### src/design/wwd_pkg.sv
`default_nettype none
package wwd_pkg;
  // ==========================================================
  // register offsets
  localparam logic [11:0] OFF_CONTROL_SETTINGS = 12'h000;
  localparam logic [11:0] OFF_TIMEOUT_CONSTANT = 12'h004;
  localparam logic [11:0] OFF_RELOAD_KEY = 12'h008;
  localparam logic [11:0] OFF_COUNTER_VALUE = 12'h00c;
  localparam logic [11:0] OFF_SOURCE_SELECT = 12'h010;
  localparam logic [11:0] OFF_WARNING_COMPARE = 12'h014;
  localparam logic [11:0] OFF_EARLY_FEED_LIMIT = 12'h018;

  // ==========================================================
  // control_settings field positions
  localparam int BIT_RUN_ENABLE = 0;
  localparam int BIT_RESET_ON_TIMEOUT = 1;
  localparam int BIT_TIMEOUT_FLAG = 2;
  localparam int BIT_WARNING_FLAG = 3;
  localparam int BIT_RELOAD_GUARD = 4;
  localparam int BIT_SOURCE_LOCK = 5;
  // source_select field positions
  localparam int BIT_SOURCE = 0;
  localparam int BIT_SOURCE_WRITE_LOCK = 31;

  // ==========================================================
  // widths, reset values, keys and timing
  localparam int CNT_W = 24;
  localparam int PRESCALE_DIV = 4;
  localparam int SYNC_EDGES = 3;
  localparam logic [23:0] TC_RESET = 24'h0000ff;
  localparam logic [23:0] TC_MIN = 24'h0000ff;
  localparam logic [23:0] COUNT_RESET = 24'h0000ff;
  localparam logic [23:0] LIMIT_RESET = 24'hffffff;
  localparam logic [31:0] WARN_RESET = 32'h00000000;
  localparam logic [7:0] KEY_FIRST = 8'haa;
  localparam logic [7:0] KEY_SECOND = 8'h55;

  // ==========================================================
  // reload-key sequence states
  typedef enum logic [1:0] {
    FS_IDLE = 2'b01,
    FS_ARMED = 2'b10
  } wwd_feed_state_t;
endpackage : wwd_pkg
`default_nettype wire

### src/design/wwd_prescaler.sv
`timescale 1ns/100ps
`default_nettype none
module wwd_prescaler #(
  parameter int DIV = wwd_pkg::PRESCALE_DIV
) (
  input wire logic clk,
  input wire logic rst,
  input wire logic countClkIn,
  output logic edgePulse,
  output logic tick
);
  localparam int DW = (DIV > 1) ? $clog2(DIV) : 1;
  localparam logic [DW-1:0] LAST = DW'(DIV - 1);

  // ==========================================================
  // elaboration check
  if (DIV < 2) begin : g_bad_div
    $error("prescaler divide factor must be at least two");
  end

  logic prev_q;
  logic [DW-1:0] div_q;
  logic edge_q;
  logic tick_q;
  logic rise;

  // the count clock is sampled as a plain synchronous level
  assign rise = countClkIn & ~prev_q; // RULE16

  // ==========================================================
  // rising-edge detect and fixed divider
  always_ff @(posedge clk) begin
    if (rst) begin
      prev_q <= 1'b0;
      div_q <= '0;
      edge_q <= 1'b0;
      tick_q <= 1'b0;
    end else begin
      prev_q <= countClkIn;
      edge_q <= rise;
      tick_q <= rise && (div_q == LAST); // RULE1
      if (rise) begin
        div_q <= (div_q == LAST) ? '0 : div_q + 1'b1; // RULE1
      end
    end
  end

  assign edgePulse = edge_q;
  assign tick = tick_q;
endmodule : wwd_prescaler
`default_nettype wire

### src/design/wwd_feed_seq.sv
`timescale 1ns/100ps
`default_nettype none
module wwd_feed_seq (
  input wire logic clk,
  input wire logic rst,
  input wire logic keyWr,
  input wire logic [7:0] keyData,
  input wire logic running,
  output logic feedDone,
  output logic feedErr
);
  wwd_pkg::wwd_feed_state_t state_q;
  logic done_q;
  logic err_q;

  // ==========================================================
  // two-byte key sequence; a wrong byte aborts and restarts
  always_ff @(posedge clk) begin
    if (rst) begin
      state_q <= wwd_pkg::FS_IDLE;
      done_q <= 1'b0;
      err_q <= 1'b0;
    end else begin
      done_q <= 1'b0;
      err_q <= 1'b0;
      if (keyWr) begin
        case (state_q)
          wwd_pkg::FS_IDLE: begin
            if (keyData == wwd_pkg::KEY_FIRST) begin
              state_q <= wwd_pkg::FS_ARMED;
            end else begin
              err_q <= running; // RULE24
            end
          end
          wwd_pkg::FS_ARMED: begin
            state_q <= wwd_pkg::FS_IDLE;
            if (keyData == wwd_pkg::KEY_SECOND) begin
              done_q <= 1'b1; // RULE3
            end else begin
              err_q <= running; // RULE24
            end
          end
          default: state_q <= wwd_pkg::FS_IDLE;
        endcase
      end
    end
  end

  assign feedDone = done_q;
  assign feedErr = err_q;
endmodule : wwd_feed_seq
`default_nettype wire

### src/design/wwd_top.sv
// Notes on behaviour
// (RULE1) count ticks come from the count clock divided by four; 24-bit down-counter
// (RULE2) reload never loads less than 0xff, smaller constants load 0xff
// (RULE3) key bytes 0xaa then 0x55 start the watchdog and reload the counter
// (RULE4) reaching zero without a feed raises a watchdog event
// (RULE5) with a window set, a feed above the limit is a watchdog event
// (RULE6) with reset-on-timeout set, a timeout requests a chip reset
// (RULE7) timeout flag survives a watchdog reset; software clears it
// (RULE8) warning is raised when the counter equals the warning compare value
// (RULE9) mode and constant writes reach the count logic three count-clock edges later
// (RULE10) counter is captured on the count tick, then copied for bus reads
// (RULE11) software waits three count-clock edges after a feed before setting guard
// (RULE12) source-select bit 31 set blocks writes to bit 0
// (RULE13) source lock bit freezes the source against software and power-mode changes
// (RULE14) guard bit set allows constant writes only below warning and window values
// (RULE15) source lock and reload guard clear only on a reset
// (RULE16) bus accesses and counting share the bus clock; counting paced by count clock
// (RULE17) timeout constant is 24 bits and resets to 0xff
// (RULE18) early-feed limit resets to 0xffffff so windowing is off
// (RULE19) software selects the low-power oscillator before locking the source
// (RULE20) run enable and reset-on-timeout cannot be written back to zero
// (RULE21) timeout, key error or early feed set the flag and may reset the chip
// (RULE22) mode changes are applied only by the next completed feed, except the source lock bit, which takes effect at once
// (RULE23) warning flag is set on the compare match and held until cleared
// (RULE24) a key byte out of order while running is a sequence error
`timescale 1ns/100ps
`default_nettype none
module wwd_top (
  input wire logic clk,
  input wire logic rst,
  input wire logic wdtRst,
  input wire logic psel,
  input wire logic penable,
  input wire logic pwrite,
  input wire logic [11:0] paddr,
  input wire logic [31:0] pwdata,
  output logic [31:0] prdata,
  output logic pready,
  output logic pslverr,
  input wire logic countClkIn,
  input wire logic autoSrcReq,
  input wire logic autoSrcSel,
  output logic chipResetReq,
  output logic warnIrq,
  output logic clkSrcSel,
  output logic clkSrcLock
);
  localparam int CW = wwd_pkg::CNT_W;
  localparam logic [1:0] SYNC_LAST = 2'(wwd_pkg::SYNC_EDGES - 1);

  // reload value with the 0xff floor applied
  function automatic logic [CW-1:0] effLoad(input logic [CW-1:0] tc);
    effLoad = (tc < wwd_pkg::TC_MIN) ? wwd_pkg::TC_MIN : tc; // RULE2
  endfunction : effLoad

  // ==========================================================
  // declarations
  logic anyRst;
  logic wrStrobe;
  logic keyWr;
  logic edgePulse;
  logic tick;
  logic feedDone;
  logic feedErr;
  logic running;
  logic earlyFeed;
  logic atZero;
  logic warnHit;
  logic wdEvent;
  logic tcWrOk;
  logic [5:0] modeBus_q;
  logic [5:0] modeSeen_q;
  logic [5:0] modeAct_q;
  logic [CW-1:0] tcBus_q;
  logic [CW-1:0] tcEff_q;
  logic [CW-1:0] limit_q;
  logic [31:0] warn_q;
  logic [CW-1:0] count_q;
  logic [CW-1:0] tvCap_q;
  logic syncPend_q;
  logic [1:0] syncCnt_q;
  logic tof_q;
  logic warnFlag_q;
  logic srcSel_q;
  logic srcWrLock_q;
  logic resetReq_q;
  logic [31:0] prdata_q;
  logic pready_q;
  logic pslverr_q;

  // the watchdog's own reset clears everything except the timeout flag
  assign anyRst = rst | wdtRst;

  // ==========================================================
  // bus timing: zero-wait transfers, write takes effect in the access phase
  assign wrStrobe = psel & penable & pwrite & pready_q;
  assign keyWr = wrStrobe && (paddr == wwd_pkg::OFF_RELOAD_KEY);

  // ==========================================================
  // count clock pacing and reload-key sequence
  wwd_prescaler #(
    .DIV(wwd_pkg::PRESCALE_DIV)
  ) u_prescaler (
    .clk(clk),
    .rst(anyRst),
    .countClkIn(countClkIn),
    .edgePulse(edgePulse),
    .tick(tick)
  );

  wwd_feed_seq u_feed_seq (
    .clk(clk),
    .rst(anyRst),
    .keyWr(keyWr),
    .keyData(pwdata[7:0]),
    .running(running),
    .feedDone(feedDone),
    .feedErr(feedErr)
  );

  // ==========================================================
  // event decode
  assign running = modeAct_q[wwd_pkg::BIT_RUN_ENABLE];
  assign earlyFeed = feedDone && running && (count_q > limit_q); // RULE5
  assign atZero = tick && running && (count_q == '0); // RULE4
  assign warnHit = tick && running && ({8'h00, count_q} == warn_q); // RULE8
  assign wdEvent = atZero | earlyFeed | feedErr; // RULE21
  // guard: a reload value may change only once the counter is low enough
  assign tcWrOk = !modeAct_q[wwd_pkg::BIT_RELOAD_GUARD] ||
    (({8'h00, count_q} < warn_q) && (count_q < limit_q)); // RULE14

  // ==========================================================
  // mode bits on the bus side: set-once bits, no software clear
  always_ff @(posedge clk) begin
    if (anyRst) begin
      modeBus_q <= '0; // RULE15
    end else if (wrStrobe && (paddr == wwd_pkg::OFF_CONTROL_SETTINGS)) begin
      modeBus_q[wwd_pkg::BIT_RUN_ENABLE] <= modeBus_q[wwd_pkg::BIT_RUN_ENABLE] |
        pwdata[wwd_pkg::BIT_RUN_ENABLE]; // RULE20
      modeBus_q[wwd_pkg::BIT_RESET_ON_TIMEOUT] <= modeBus_q[wwd_pkg::BIT_RESET_ON_TIMEOUT] |
        pwdata[wwd_pkg::BIT_RESET_ON_TIMEOUT]; // RULE20
      modeBus_q[wwd_pkg::BIT_RELOAD_GUARD] <= modeBus_q[wwd_pkg::BIT_RELOAD_GUARD] |
        pwdata[wwd_pkg::BIT_RELOAD_GUARD]; // RULE15
      modeBus_q[wwd_pkg::BIT_SOURCE_LOCK] <= modeBus_q[wwd_pkg::BIT_SOURCE_LOCK] |
        pwdata[wwd_pkg::BIT_SOURCE_LOCK]; // RULE15
    end
  end

  // ==========================================================
  // timeout constant, window and warning compare registers
  always_ff @(posedge clk) begin
    if (anyRst) begin
      tcBus_q <= wwd_pkg::TC_RESET; // RULE17
      limit_q <= wwd_pkg::LIMIT_RESET; // RULE18
      warn_q <= wwd_pkg::WARN_RESET;
    end else if (wrStrobe) begin
      if ((paddr == wwd_pkg::OFF_TIMEOUT_CONSTANT) && tcWrOk) begin
        tcBus_q <= pwdata[CW-1:0]; // RULE14
      end
      if (paddr == wwd_pkg::OFF_EARLY_FEED_LIMIT) begin
        limit_q <= pwdata[CW-1:0];
      end
      if (paddr == wwd_pkg::OFF_WARNING_COMPARE) begin
        warn_q <= pwdata;
      end
    end
  end

  // ==========================================================
  // transfer to the count side after three count-clock edges; a fresh
  // write restarts the wait so the two halves never tear
  always_ff @(posedge clk) begin
    if (anyRst) begin
      syncPend_q <= 1'b0;
      syncCnt_q <= '0;
      tcEff_q <= wwd_pkg::TC_RESET;
      modeSeen_q <= '0;
    end else if (wrStrobe && ((paddr == wwd_pkg::OFF_CONTROL_SETTINGS) ||
                 (paddr == wwd_pkg::OFF_TIMEOUT_CONSTANT))) begin
      syncPend_q <= 1'b1;
      syncCnt_q <= '0;
    end else if (syncPend_q && edgePulse) begin
      if (syncCnt_q == SYNC_LAST) begin
        syncPend_q <= 1'b0; // RULE9
        syncCnt_q <= '0;
        tcEff_q <= tcBus_q; // RULE9
        modeSeen_q <= modeBus_q; // RULE9
      end else begin
        syncCnt_q <= syncCnt_q + 2'h1;
      end
    end
  end

  // ==========================================================
  // active mode: only a completed feed adopts the delivered mode bits
  always_ff @(posedge clk) begin
    if (anyRst) begin
      modeAct_q <= '0;
    end else if (feedDone && !earlyFeed) begin
      modeAct_q <= modeSeen_q; // RULE22 RULE3
    end
  end

  // ==========================================================
  // down-counter; after a timeout it reloads and keeps running
  always_ff @(posedge clk) begin
    if (anyRst) begin
      count_q <= wwd_pkg::COUNT_RESET;
    end else if (feedDone && !earlyFeed) begin
      count_q <= effLoad(tcEff_q); // RULE3 RULE2
    end else if (tick && running) begin
      if (count_q == '0) begin
        count_q <= effLoad(tcEff_q); // RULE2
      end else begin
        count_q <= count_q - 1'b1; // RULE1
      end
    end
  end

  // capture on the count tick or a completed key pair; the bus read copies this snapshot
  always_ff @(posedge clk) begin
    if (anyRst) begin
      tvCap_q <= wwd_pkg::COUNT_RESET;
    end else if (tick || feedDone) begin
      tvCap_q <= count_q; // RULE10
    end
  end

  // ==========================================================
  // timeout flag: only an external reset clears it in hardware, so it
  // still tells software why the chip restarted; set beats clear
  always_ff @(posedge clk) begin
    if (rst) begin
      tof_q <= 1'b0;
    end else if (wdEvent) begin
      tof_q <= 1'b1; // RULE21 RULE4
    end else if (wrStrobe && (paddr == wwd_pkg::OFF_CONTROL_SETTINGS) &&
                 !pwdata[wwd_pkg::BIT_TIMEOUT_FLAG]) begin
      tof_q <= 1'b0; // RULE7
    end
  end

  // warning flag, write one to clear, set beats clear
  always_ff @(posedge clk) begin
    if (anyRst) begin
      warnFlag_q <= 1'b0;
    end else if (warnHit) begin
      warnFlag_q <= 1'b1; // RULE23 RULE8
    end else if (wrStrobe && (paddr == wwd_pkg::OFF_CONTROL_SETTINGS) &&
                 pwdata[wwd_pkg::BIT_WARNING_FLAG]) begin
      warnFlag_q <= 1'b0; // RULE23
    end
  end

  // chip reset request holds until the watchdog reset comes back
  always_ff @(posedge clk) begin
    if (anyRst) begin
      resetReq_q <= 1'b0;
    end else if (wdEvent && modeAct_q[wwd_pkg::BIT_RESET_ON_TIMEOUT]) begin
      resetReq_q <= 1'b1; // RULE6 RULE21
    end
  end

  // ==========================================================
  // count clock source select and its locks
  always_ff @(posedge clk) begin
    if (anyRst) begin
      srcSel_q <= 1'b0;
      srcWrLock_q <= 1'b0;
    end else begin
      if (wrStrobe && (paddr == wwd_pkg::OFF_SOURCE_SELECT)) begin
        srcWrLock_q <= srcWrLock_q | pwdata[wwd_pkg::BIT_SOURCE_WRITE_LOCK];
        if (!srcWrLock_q && !modeBus_q[wwd_pkg::BIT_SOURCE_LOCK]) begin
          srcSel_q <= pwdata[wwd_pkg::BIT_SOURCE]; // RULE12 RULE13
        end
      end else if (autoSrcReq && !modeBus_q[wwd_pkg::BIT_SOURCE_LOCK]) begin
        srcSel_q <= autoSrcSel; // RULE13
      end
    end
  end

  // ==========================================================
  // bus read data, ready and error; decoded in the setup phase
  always_ff @(posedge clk) begin
    if (anyRst) begin
      prdata_q <= '0;
      pready_q <= 1'b0;
      pslverr_q <= 1'b0;
    end else begin
      pready_q <= psel & ~penable;
      pslverr_q <= 1'b0;
      if (psel && !penable) begin
        prdata_q <= '0;
        case (paddr)
          wwd_pkg::OFF_CONTROL_SETTINGS: begin
            prdata_q <= {26'h0000000, modeBus_q[5:4], warnFlag_q, tof_q, modeBus_q[1:0]};
          end
          wwd_pkg::OFF_TIMEOUT_CONSTANT: prdata_q <= {8'h00, tcBus_q};
          wwd_pkg::OFF_RELOAD_KEY: prdata_q <= '0; // write-only
          wwd_pkg::OFF_COUNTER_VALUE: prdata_q <= {8'h00, tvCap_q}; // RULE10
          wwd_pkg::OFF_SOURCE_SELECT: prdata_q <= {srcWrLock_q, 30'h00000000, srcSel_q};
          wwd_pkg::OFF_WARNING_COMPARE: prdata_q <= warn_q;
          wwd_pkg::OFF_EARLY_FEED_LIMIT: prdata_q <= {8'h00, limit_q};
          default: pslverr_q <= 1'b1;
        endcase
      end
    end
  end

  // ==========================================================
  // outputs, all from flip-flops
  assign prdata = prdata_q;
  assign pready = pready_q;
  assign pslverr = pslverr_q;
  assign chipResetReq = resetReq_q;
  assign warnIrq = warnFlag_q;
  assign clkSrcSel = srcSel_q;
  assign clkSrcLock = modeBus_q[wwd_pkg::BIT_SOURCE_LOCK];
endmodule : wwd_top
`default_nettype wire

### config.mk
export PLATFORM = sky130hd
export DESIGN_NAME = wwd_top
export DESIGN_NICKNAME = d
export VERILOG_FILES = /design/src/design/wwd_pkg.sv /design/src/design/wwd_prescaler.sv /design/src/design/wwd_feed_seq.sv /design/src/design/wwd_top.sv
export SDC_FILE = /design/constraint.sdc
export NUM_CORES = 1
export LEC_CHECK = 0
export BUFFER_PORTS_ARGS = -buffer_cell sky130_fd_sc_hd__buf_4
export CAP_MARGIN = 20
export CORE_MARGIN = 2
export CORE_UTILIZATION = 35
export CTS_CLUSTER_DIAMETER = 150
export DETAILED_ROUTE_END_ITERATION = 10
export PLACE_DENSITY = 0.55
export SYNTH_ARGS = -nofsm -noshare
export SYNTH_HDL_FRONTEND = slang
export SYNTH_HIERARCHICAL = 1
export SYNTH_SLANG_ARGS = --single-unit
export TNS_END_PERCENT = 5
### constraint.sdc
create_clock -name clk -period 3.15 [get_ports clk]
set_input_delay 0.63 -clock clk [delete_from_list [all_inputs] [get_ports clk]]
set_output_delay 0.63 -clock clk [all_outputs]
set_load 0.005 [all_outputs]
==> results of run 1 <==
-- synth_stat cells, types with 25 or more instances --
master and instances:
nand2_1 253, nor2_1 63, dfxtp_1 213, nand3_1 59, o211ai_1 35, clkbuf_1 62
o21ai_0 38, a21oi_1 177, ha_1 53, inv_1 65, a222oi_1 25
-- timing repair --
action,CTS,global route
pin swaps,0,1
buffers inserted,0,3
resized for setup,1,1
setup endpoints to repair,7,10
-- kinds of logic (layout without fill, tap and decap cells) --
| kind of cell | count (synthesis) | after routing | synth area share |
|---|---|---|---|
| flip-flops | 213 | 213 | 0.413 |
| multiplexers | 7 | 7 | 0.00690 |
| adder cells (fa/ha/maj) | 53 | 53 | 0.0642 |
| AO/OA/AOI/OAI | 357 | 357 | 0.222 |
| buffers and inverters | 150 | 257 | 0.0618 |
| AND/OR/NAND/NOR | 486 | 486 | 0.222 |
| XOR/XNOR | 12 | 12 | 0.0102 |
-- power by group --
| part | switching [mW] | internal [mW] |
|---|---|---|
| combinational | 0.105 | 0.0644 |
| clock | 1.12 | 1.75 |
| sequential | 0.00233 | 2.70 |
| total | 1.23 | 4.51 |
-- worst max-delay path, cell delays in order (launching register included) --
cell and delay (ns):
dfxtp_1 0.33, inv_1 0.06, ha_1 0.31, nand4_1 0.28, nor4_2 0.41, buf_4 0.17, a21boi_2 0.17, nand2_1 0.18
a31o_2 0.39, buf_4 0.21, o311a_1 0.34
-- flip-flops by register name, summed over array words and instances, names as in the netlist, 3 cells and up --
| name | flops |
|---|---|
| limit_q | 24 |
| modeAct_q | 3 |
| tvCap_q | 24 |
| warn_q | 32 |
| tcEff_q | 24 |
| modeSeen_q | 3 |
| prdata | 32 |
| modeBus_q | 4 |
| count_q | 24 |
| tcBus_q | 24 |
-- cell type report --
| class | count | share of cell area |
|---|---|---|
| sequential | 213 | 0.340 |
| multi-input combinational | 915 | 0.439 |
| inverter | 65 | 0.0197 |
| tap | 384 | 0.0384 |
| clock inverter | 4 | 0.00759 |
| clock buffer | 35 | 0.0553 |
| timing repair buffer | 153 | 0.100 |
-- path summary, 6_finish.rpt --
check | start | end | depth (start not counted)
worst max-delay path | limit_q[19] | count_q[11] | 10
worst min-delay path | rst | tof_q | 2
worst max register to register | limit_q[19] | count_q[11] | 10
worst min register to register | modeAct_q[4] | modeAct_q[4] | 2
-- per-stage QoR --
step	util	hold slack, ns	cells	worst slack (ns)	power (mW)
finish	0.434	0.292	1769	0.166	5.74
global route	0.434	0.284	1769	-0.00327	5.90
CTS	0.433	0.280	1765	0.0313	5.79
detailed placement	0.405	0.446	1726	-0.0502	2.93
global placement	0.405	0.441	1726	-0.0266	2.93
floorplan	-	0.428	1278	0.759	2.82
-- layer usage --
metal / vias to the layer above / wire (um) / GRT usage / part of all wire
met5: - / 0 / 0 / 0
met4: 0 / 560 / 0.0492 / 0.016
met3: 43 / 2570 / 0.0329 / 0.072
met2: 378 / 15900 / 0.364 / 0.45
met1: 4694 / 16500 / 0.325 / 0.46
li1: 4747 / - / - / -
==> metrics.md, run 1 <==
| Metric | Value |
|---|---|
| Status | `finished clean` |
| Largest fanout on the critical path | `10` |
| CTS Buf Count | `24` |
| Total track usage | `0.227` |
| Yosys top cell area share | `0.413` |
| WL/cell | `20.0 um` |
| CTS Sinks | `213` |
| Initial antenna violation count | `0` |
| Mean Syn Cell Area | `8.08 um2` |
| Design area | `0.0125 mm2` |
| Syn nets | `1384` |
| Lkg Pwr | `4.75 nW` |
| Hold/Removal Path Class | `primary input to register` |
| Vias in the first global route | `9443` |
| Startpoint Class | `register` |
| Die Y-Extent | `176 um` |
| Post-synthesis sequential area ratio | `0.413` |
| Clock Skews | `0.0127 ns` |
| Post-synth EDFFs | `0` |
| Synth cell types | `78` |
| Clk slew on worst S/H paths | `0.06 ns` |
| # hold bufs at CTS | `0` |
| R2R setup slack | `0.17 ns` |
| Crit Path Category | `register to register` |
| Cell Pwr Density | `459 mW/mm2` |
| Core area | `0.0289 mm2` |
| Worst VDD drop | `0.000373 V` |
| Max-slew violations | `0` |
| Vias per inst | `5.57` |
| Port Buffers | `90` |
| Routed Antenna Nets | `0` |
| Gr ovfl total | `0` |
| Site Rows | `62` |
| Yosys Warn Count | `6` |
| Pin count of the biggest net entering global routing | `81` |
| Crit path DAT | `3.38 ns` |
| CP Capture Type | `register` |
| Detail Placement HPWL | `24700 um` |
| Most area-hungry cell type in the Yosys netlist | `dfxtp_1` |
| Register area | `0.00426 mm2` |
| Share of cells above drive strength 1 | `0.158` |
| Synth area leaders | `dfxtp_1 (41%), nand2_1 (9.2%), a21oi_1 (8.6%)` |
| Setup tns final | `0 ns` |
| Max_cap viols | `0` |
| Placed instance area | `0.0117 mm2` |
| H-tree levels | `1` |
| Ys flop type | `dfxtp_1` |
| Fill cell count | `2910` |
| Initial DRC count | `920` |
| Most frequent cells in the layout | `nand2_1 (253), dfxtp_1 (213), a21oi_1 (177)` |
| Die Width | `176 um` |
| Crit share post-route | `0.947` |
| Ys async rst share | `0` |
| WL final | `35500 um` |
| Initial core utilization | `0.358` |
| GP Congestion | `0.859` |
| TritonCTS clock tree | `yes` |
| CTS Root Buffer Type | `clkbuf_16` |
| Drt drc | `0` |
| Initial DRT Pass Iterations | `8` |
| Commonest non-fill, non-tap cell in the layout | `nand2_1` |
| FF+latch count, synth | `213` |
| Final setup vio count | `0` |
| Final net count | `1478` |
| Tmin final | `2.98 ns` |
| First-pass GRT wire length | `55500 um` |
| Die area | `0.0309 mm2` |
| Via count | `9862` |
| Max frequency | `0.335 GHz` |
| Worst endpoint required time | `3.55 ns` |
| Clock Latency Late Sink | `0.52 ns` |
| Cells after synthesis | `1278` |
| Io pins | `91` |
| Final hold vios | `0` |
| Area occupied by multi-input gates | `0.00550 mm2` |
| Post-Syn Area | `0.0103 mm2` |
| Area grow syn2layout | `21.3%` |
| Worst-Margin Slew | `1.05 ns` |
| Inserted Diodes | `0` |
| Worst-case clock buffer depth | `3` |
| Slew HR | `0.303` |
(Power assumes the default switching activity.)
==> inputs of run 2 (changes only) <==
Settings changed: ABC_AREA set to 1, PLACE_DENSITY 0.55 to 0.54.
==> run 2 against run 1 <==
  * Maximum frequency increased by 15%
  * Design area is 4.5% higher
  * Via count rose by 7.7%
  * Synthesized area grew 8.4%
  * Sequential power barely moved
  * Synthesized cell count grew 25%
  * Global-route usage shrank 1.2 points
  * Highest routed layer unchanged
==> metrics.md, run 2 <==
| Metric | Value |
|---|---|
| Status | `finished clean` |
| Crit Path Category | `register to register` |
| Most area-hungry cell type in the Yosys netlist | `dfxtp_1` |
| Setup tns final | `0 ns` |
| TritonCTS clock tree | `yes` |
| Final hold vios | `0` |
| CTS resizes | `0` |
| Site Rows | `65` |
| Inserted Diodes | `0` |
| Slew HR | `0.456` |
| Mean Syn Cell Area | `6.99 um2` |
| Crit share post-route | `0.824` |
| Drt drc | `0` |
| Most frequent cells in the layout | `nand2_1 (409), dfxtp_1 (213), inv_1 (183)` |
| Comb pwr share | `0.036` |
| Total Power | `5.73 mW` |
| Cell Pwr Density | `438 mW/mm2` |
| Vias per inst | `5.07` |
| Final core occ | `0.415` |
| Design area | `0.0131 mm2` |
| Largest fanout on the critical path | `24` |
| Gr ovfl total | `0` |
| Clock Latency Late Sink | `0.53 ns` |
| Max_cap viols | `0` |
| Clock share of power | `0.493` |
| Hold/Removal Path Class | `primary input to register` |
| Initial antenna violation count | `0` |
| Worst VDD drop | `0.000381 V` |
| Crit path DAT | `3.05 ns` |
| Final net count | `1781` |
| Reg power frac | `0.471` |
| Synth cell types | `46` |
| Initial DRC count | `716` |
| Post-synth EDFFs | `0` |
| Post-Syn Area | `0.0112 mm2` |
| Port Buffers | `90` |
| Syn nets | `1708` |
| Vias in the first global route | `10.0k` |
| Die area | `0.0334 mm2` |
| Synth area leaders | `dfxtp_1 (38%), nand2_1 (14%), a21oi_1 (6.8%)` |
| First-pass GRT wire length | `56500 um` |
| CTS Buf Count | `24` |
| RSZ-0062 raised after global routing | `no` |
| Fill cell count | `3322` |
| Switching pwr | `1.32 mW` |
| Worst-Margin Slew | `0.814 ns` |
| CTS Sinks | `213` |
| Via count | `10.6k` |
| Initial DRT Pass Iterations | `5` |
| Worst-case clock buffer depth | `3` |
| Lkg Pwr | `5.80 nW` |
| Io pins | `91` |
| # hold bufs at CTS | `0` |
| WL final | `36400 um` |
| Initial core utilization | `0.355` |
| Die Y-Extent | `183 um` |
| Internal Power | `4.41 mW` |
| Total setup buffers inserted after CTS | `0` |
| CTS Root Buffer Type | `clkbuf_16` |
| Routed Antenna Nets | `0` |
| FF+latch count, synth | `213` |
| Core area | `0.0316 mm2` |
| Cells after synthesis | `1602` |
| Yosys Warn Count | `6` |
| WL/cell | `17.4 um` |
| Yosys top cell area share | `0.381` |
| Area occupied by multi-input gates | `0.00581 mm2` |
| Commonest non-fill, non-tap cell in the layout | `nand2_1` |
| Post-synthesis sequential area ratio | `0.381` |
| Register area | `0.00426 mm2` |
| Die Width | `183 um` |
| H-tree levels | `1` |
| Tmin final | `2.60 ns` |
| Commonest cells post-synth | `nand2_1 (410), dfxtp_1 (213), inv_1 (184), a21oi_1 (151), nor2_1 (139)` |
| Pin count of the biggest net entering global routing | `154` |
| Worst endpoint required time | `3.60 ns` |
| GP Congestion | `0.916` |
| Total track usage | `0.215` |
| Share of cells above drive strength 1 | `0.133` |
| Placed instance area | `0.0123 mm2` |
| Startpoint Class | `register` |
| Switching share of power | `0.230` |
| Ys async rst share | `0` |
| Final setup vio count | `0` |
| Area grow syn2layout | `16.9%` |
| CP Capture Type | `register` |
| Most frequent cell after synthesis | `nand2_1` |
| Max frequency | `0.385 GHz` |
| Ys flop type | `dfxtp_1` |
| Detail Placement HPWL | `26400 um` |
| Clock Skews | `0.0146 ns` |
| Max-slew violations | `0` |
| Clk slew on worst S/H paths | `0.06 ns` |
## run 2: changes by cell type after synthesis, sizes merged, moves of 23 or more
cell	before	now
nand2	253	419
inv	65	195
o21ai	42	151
nor2	65	151
clkbuf	64	33
a222oi	25	0
a21oi	177	154
## run 2: through the flow
stage	hold slack (ns)	cells	setup slack (ns)
final	0.341	2095	0.553
after CTS	0.328	2095	0.567
after global routing	0.343	2095	0.373
after global placement	0.451	2051	0.579
after detailed placement	0.454	2051	0.598
after floorplan	0.438	1602	1.16
## run 2: worst max-delay path: stages, from the launching register on
cell and delay, ns:
dfxtp_1 0.55, ha_1 0.32, nand2_1 0.06, nand2_1 0.05, nand2_1 0.06, a21oi_1 0.06, nor2_1 0.23, nand3_2 0.18
nand2_2 0.15, nand2_4 0.07, nand2_4 0.30, buf_4 0.23, o21ai_0 0.08, nor2_1 0.16
## run 2: metal layers
| metal | up-vias | part of all wire | track usage |
|---|---|---|---|
| met4 | 0 | 0.020 | 0.0464 |
| li1 | 5376 | - | - |
| met3 | 41 | 0.045 | 0.0210 |
| met2 | 269 | 0.49 | 0.382 |
| met1 | 4938 | 0.45 | 0.284 |
| met5 | - | 0 | 0 |
## run 2: worst paths after layout
path | start | to | slack (ns) | depth (start not counted)
setup / recovery | count_q[17] | count_q[23] | 0.55 | 13
hold / removal | pwdata[12] | limit_q[12] | 0.34 | 3
setup reg to reg | count_q[17] | count_q[23] | 0.55 | 13
hold reg to reg | warn_q[25] | warn_q[25] | 0.46 | 2
## run 2: cell type report
class,count,share of cell area
Clock buffer,37,0.0574
Multi-Input combinational cell,1117,0.444
Timing Repair Buffer,122,0.0738
Clock inverter,7,0.00354
Sequential cell,213,0.326
Tap cell,402,0.0384
Inverter,197,0.0567
## run 2: logic make-up after synthesis
group | count (synthesis) | synth area share
AO/OA/AOI/OAI | 368 | 0.187
flip-flops | 213 | 0.381
adder cells (fa/ha/maj) | 53 | 0.0592
buffers and inverters | 272 | 0.101
XOR/XNOR | 13 | 0.0102
AND/OR/NAND/NOR | 683 | 0.261
## run 2: power groups by stage
stage	clock network [mW]	logic [mW]	registers (mW)
3_5_place_dp	0	0.206	2.76
4_1_cts	2.88	0.207	2.70
6_report	2.83	0.206	2.70
3_3_place_gp	0	0.206	2.76
2_1_floorplan	0	0.0958	2.76
5_1_grt	2.98	0.228	2.70
==> inputs of run 3 (changes only) <==
Settings changed: PLACE_DENSITY 0.54 to 0.56.
Clock period 3.15 ns to 2.2 ns, I/O delays scaled along.
==> run 3 against run 2 <==
  * The flow now finishes with violations (setup timing)
  * Utilization increased by 2.7 points
  * Critical path type unchanged
  * Sequential cell count unchanged
  * Wire length about the same
  * Global-route usage decreased by 0.14 points
  * Maximum frequency increased by 17%
  * Register-to-register slack got worse by 0.57 ns
  * Non-clock buffer count increased by 51
  * Count of clock-buffer cells in the layout decreased by 2
==> metrics.md, run 3 (synthesis gave the netlist of run 2 again) <==
| Metric | Value |
|---|---|
| Die area | `0.0334 mm2` |
| # hold bufs at CTS | `0` |
| Crit Path Category | `register to register` |
| Worst-Margin Slew | `0.834 ns` |
| Tmin final | `2.21 ns` |
| Initial DRT Pass Iterations | `6` |
| Detail Placement HPWL | `26300 um` |
| CTS Root Buffer Type | `clkbuf_16` |
| Die Y-Extent | `183 um` |
| Vias per inst | `5.05` |
| Area occupied by multi-input gates | `0.00601 mm2` |
| Status | `finished with violations` |
| Worst VDD drop | `0.000503 V` |
| Register area | `0.00427 mm2` |
| Cell Pwr Density | `608 mW/mm2` |
| Vias in the first global route | `10.2k` |
| Total track usage | `0.214` |
| Clock share of power | `0.509` |
| RSZ-0062 raised after global routing | `yes` |
| Fill cell count | `3285` |
| WP buf/inv | `4` |
| Switching pwr | `1.84 mW` |
| Crit share post-route | `1.01` |
| Largest fanout on the critical path | `5` |
| CTS Sinks | `213` |
| Clk slew on worst S/H paths | `0.06 ns` |
| R2R setup slack | `-0.01 ns` |
| Worst endpoint required time | `2.61 ns` |
| Die Width | `183 um` |
| Final setup vio count | `1` |
| Final net count | `1832` |
| Max_cap viols | `0` |
| Reg power frac | `0.456` |
| WL final | `36400 um` |
| Max frequency | `0.452 GHz` |
| Core area | `0.0316 mm2` |
| Commonest non-fill, non-tap cell in the layout | `nand2_1` |
| Pin count of the biggest net entering global routing | `121` |
| Worst-case clock buffer depth | `3` |
| Worst-path cell chain | `ha_4 > nand4_1 > nor2_2 > nand2_2 > inv_2 > nand2_2 > nand3_2 > buf_6 > a21boi_4 > buf_12 > buf_12 > nand2_1 > nand2_1 > nor2_2 > nor2_1` |
| Hold/Removal Path Class | `primary input to register` |
| Slowest-stage cell, CP | `dfxtp_1` |
| GP Congestion | `0.869` |
| CTS Buf Count | `24` |
| Share of cells above drive strength 1 | `0.184` |
| Crit path DAT | `2.62 ns` |
| CP delay by family, top | `simple AND/OR/NAND/NOR gates` |
| Setup crit start | `count_q[22]` |
| Initial core utilization | `0.355` |
| H-tree levels | `1` |
| Max-slew violations | `0` |
| Post-Place Worst Slack | `-0.0189 ns` |
| Comb pwr share | `0.035` |
| Setup slack after layout | `-0.0128 ns` |
| Inserted Diodes | `0` |
| Most frequent cells in the layout | `nand2_1 (400), dfxtp_1 (205), inv_1 (178)` |
| Internal Power | `6.63 mW` |
| Clock Latency Late Sink | `0.52 ns` |
| Switching share of power | `0.217` |
| Slew HR | `0.441` |
| Crit path capture | `count_q[19]` |
| Initial antenna violation count | `0` |
| Final hold vios | `0` |
| TritonCTS clock tree | `yes` |
| Clock Skews | `0.0156 ns` |
| Stages on worst setup path | `15` |
| WL/cell | `17.0 um` |
| Worst r2r dst | `count_q[19]` |
| Area grow syn2layout | `24.5%` |
| Violations in the final reports | `setup timing` |
| Worst R2R Start | `count_q[22]` |
| Gr ovfl total | `0` |
| Via count | `10.8k` |
| Lkg Pwr | `6.16 nW` |
| First-pass GRT wire length | `56500 um` |
| Initial DRC count | `821` |
| Reg2reg path depth | `15` |
| Setup tns final | `-0.0128 ns` |
| Startpoint Class | `register` |
| Site Rows | `65` |
| CP Capture Type | `register` |
| Port Buffers | `90` |
| Routed Antenna Nets | `0` |
| Drt drc | `0` |
| Max incr delay on CP | `0.37 ns` |
| Io pins | `91` |
-- run 3: power by group through the flow --
stage	combinational (mW)	clock [mW]	sequential [mW]
global placement	0.296	0	3.95
detailed placement	0.298	0	3.95
finish	0.297	4.31	3.87
global route	0.330	4.54	3.86
CTS	0.299	4.38	3.86
floorplan	0.137	0	3.95
-- run 3: routing by layer --
metal / up-vias / wire (um) / global-route usage
met5: - / 0 / 0
met3: 58 / 1570 / 0.0222
met4: 0 / 1180 / 0.0723
met1: 5006 / 16300 / 0.286
met2: 269 / 17300 / 0.361
li1: 5489 / - / -
-- run 3: how the worst min path moves through the flow --
stage,from,endpoint,slack [ns],depth (start not counted)
5_1_grt,pwdata[22],limit_q[22],0.15,3
2_1_floorplan,warn_q[25],warn_q[25],0.44,2
3_3_place_gp,modeSeen_q[0],modeAct_q[0],0.45,2
6_report,pwdata[18],limit_q[18],0.16,3
4_1_cts,pwdata[20],limit_q[20],0.14,3
3_5_place_dp,warn_q[25],warn_q[25],0.45,2
-- run 3: worst register-to-register path, stage by stage, from the launching register on --
cell	delay, ns
dfxtp_1	0.37
ha_4	0.29
nand4_1	0.15
nor2_2	0.24
nand2_2	0.11
inv_2	0.09
nand2_2	0.05
nand3_2	0.08
buf_6	0.11
a21boi_4	0.05
buf_12	0.14
buf_12	0.13
nand2_1	0.05
nand2_1	0.05
nor2_2	0.13
nor2_1	0.07
-- run 3: area by class of cell --
type                            instances  area share
Clock buffer                           35      0.0526
Inverter                              197      0.0534
Tap cell                              402      0.0361
Clock inverter                          8     0.00871
Multi-Input combinational cell       1117       0.431
Timing Repair Buffer                  173       0.111
Sequential cell                       213       0.307
-- run 3: repair_timing --
item                       CTS  global route
setup endpoints to repair   12            51
resized for setup            1            63
setup buffers                0             3
gates cloned                 0             6
pin swaps                    0            20
-- run 3: stage by stage --
stage | cell area (um2) | instances | power, mW | utilization | hold slack [ns]
final | 13900 | 2145 | 8.47 | 0.442 | 0.155
after global routing | 13900 | 2145 | 8.73 | 0.442 | 0.154
after CTS | 13600 | 2136 | 8.54 | 0.430 | 0.144
after floorplan | 11200 | 1602 | 4.09 | - | 0.438
after detailed placement | 12700 | 2093 | 4.25 | 0.403 | 0.454
after global placement | 12700 | 2093 | 4.25 | 0.403 | 0.449
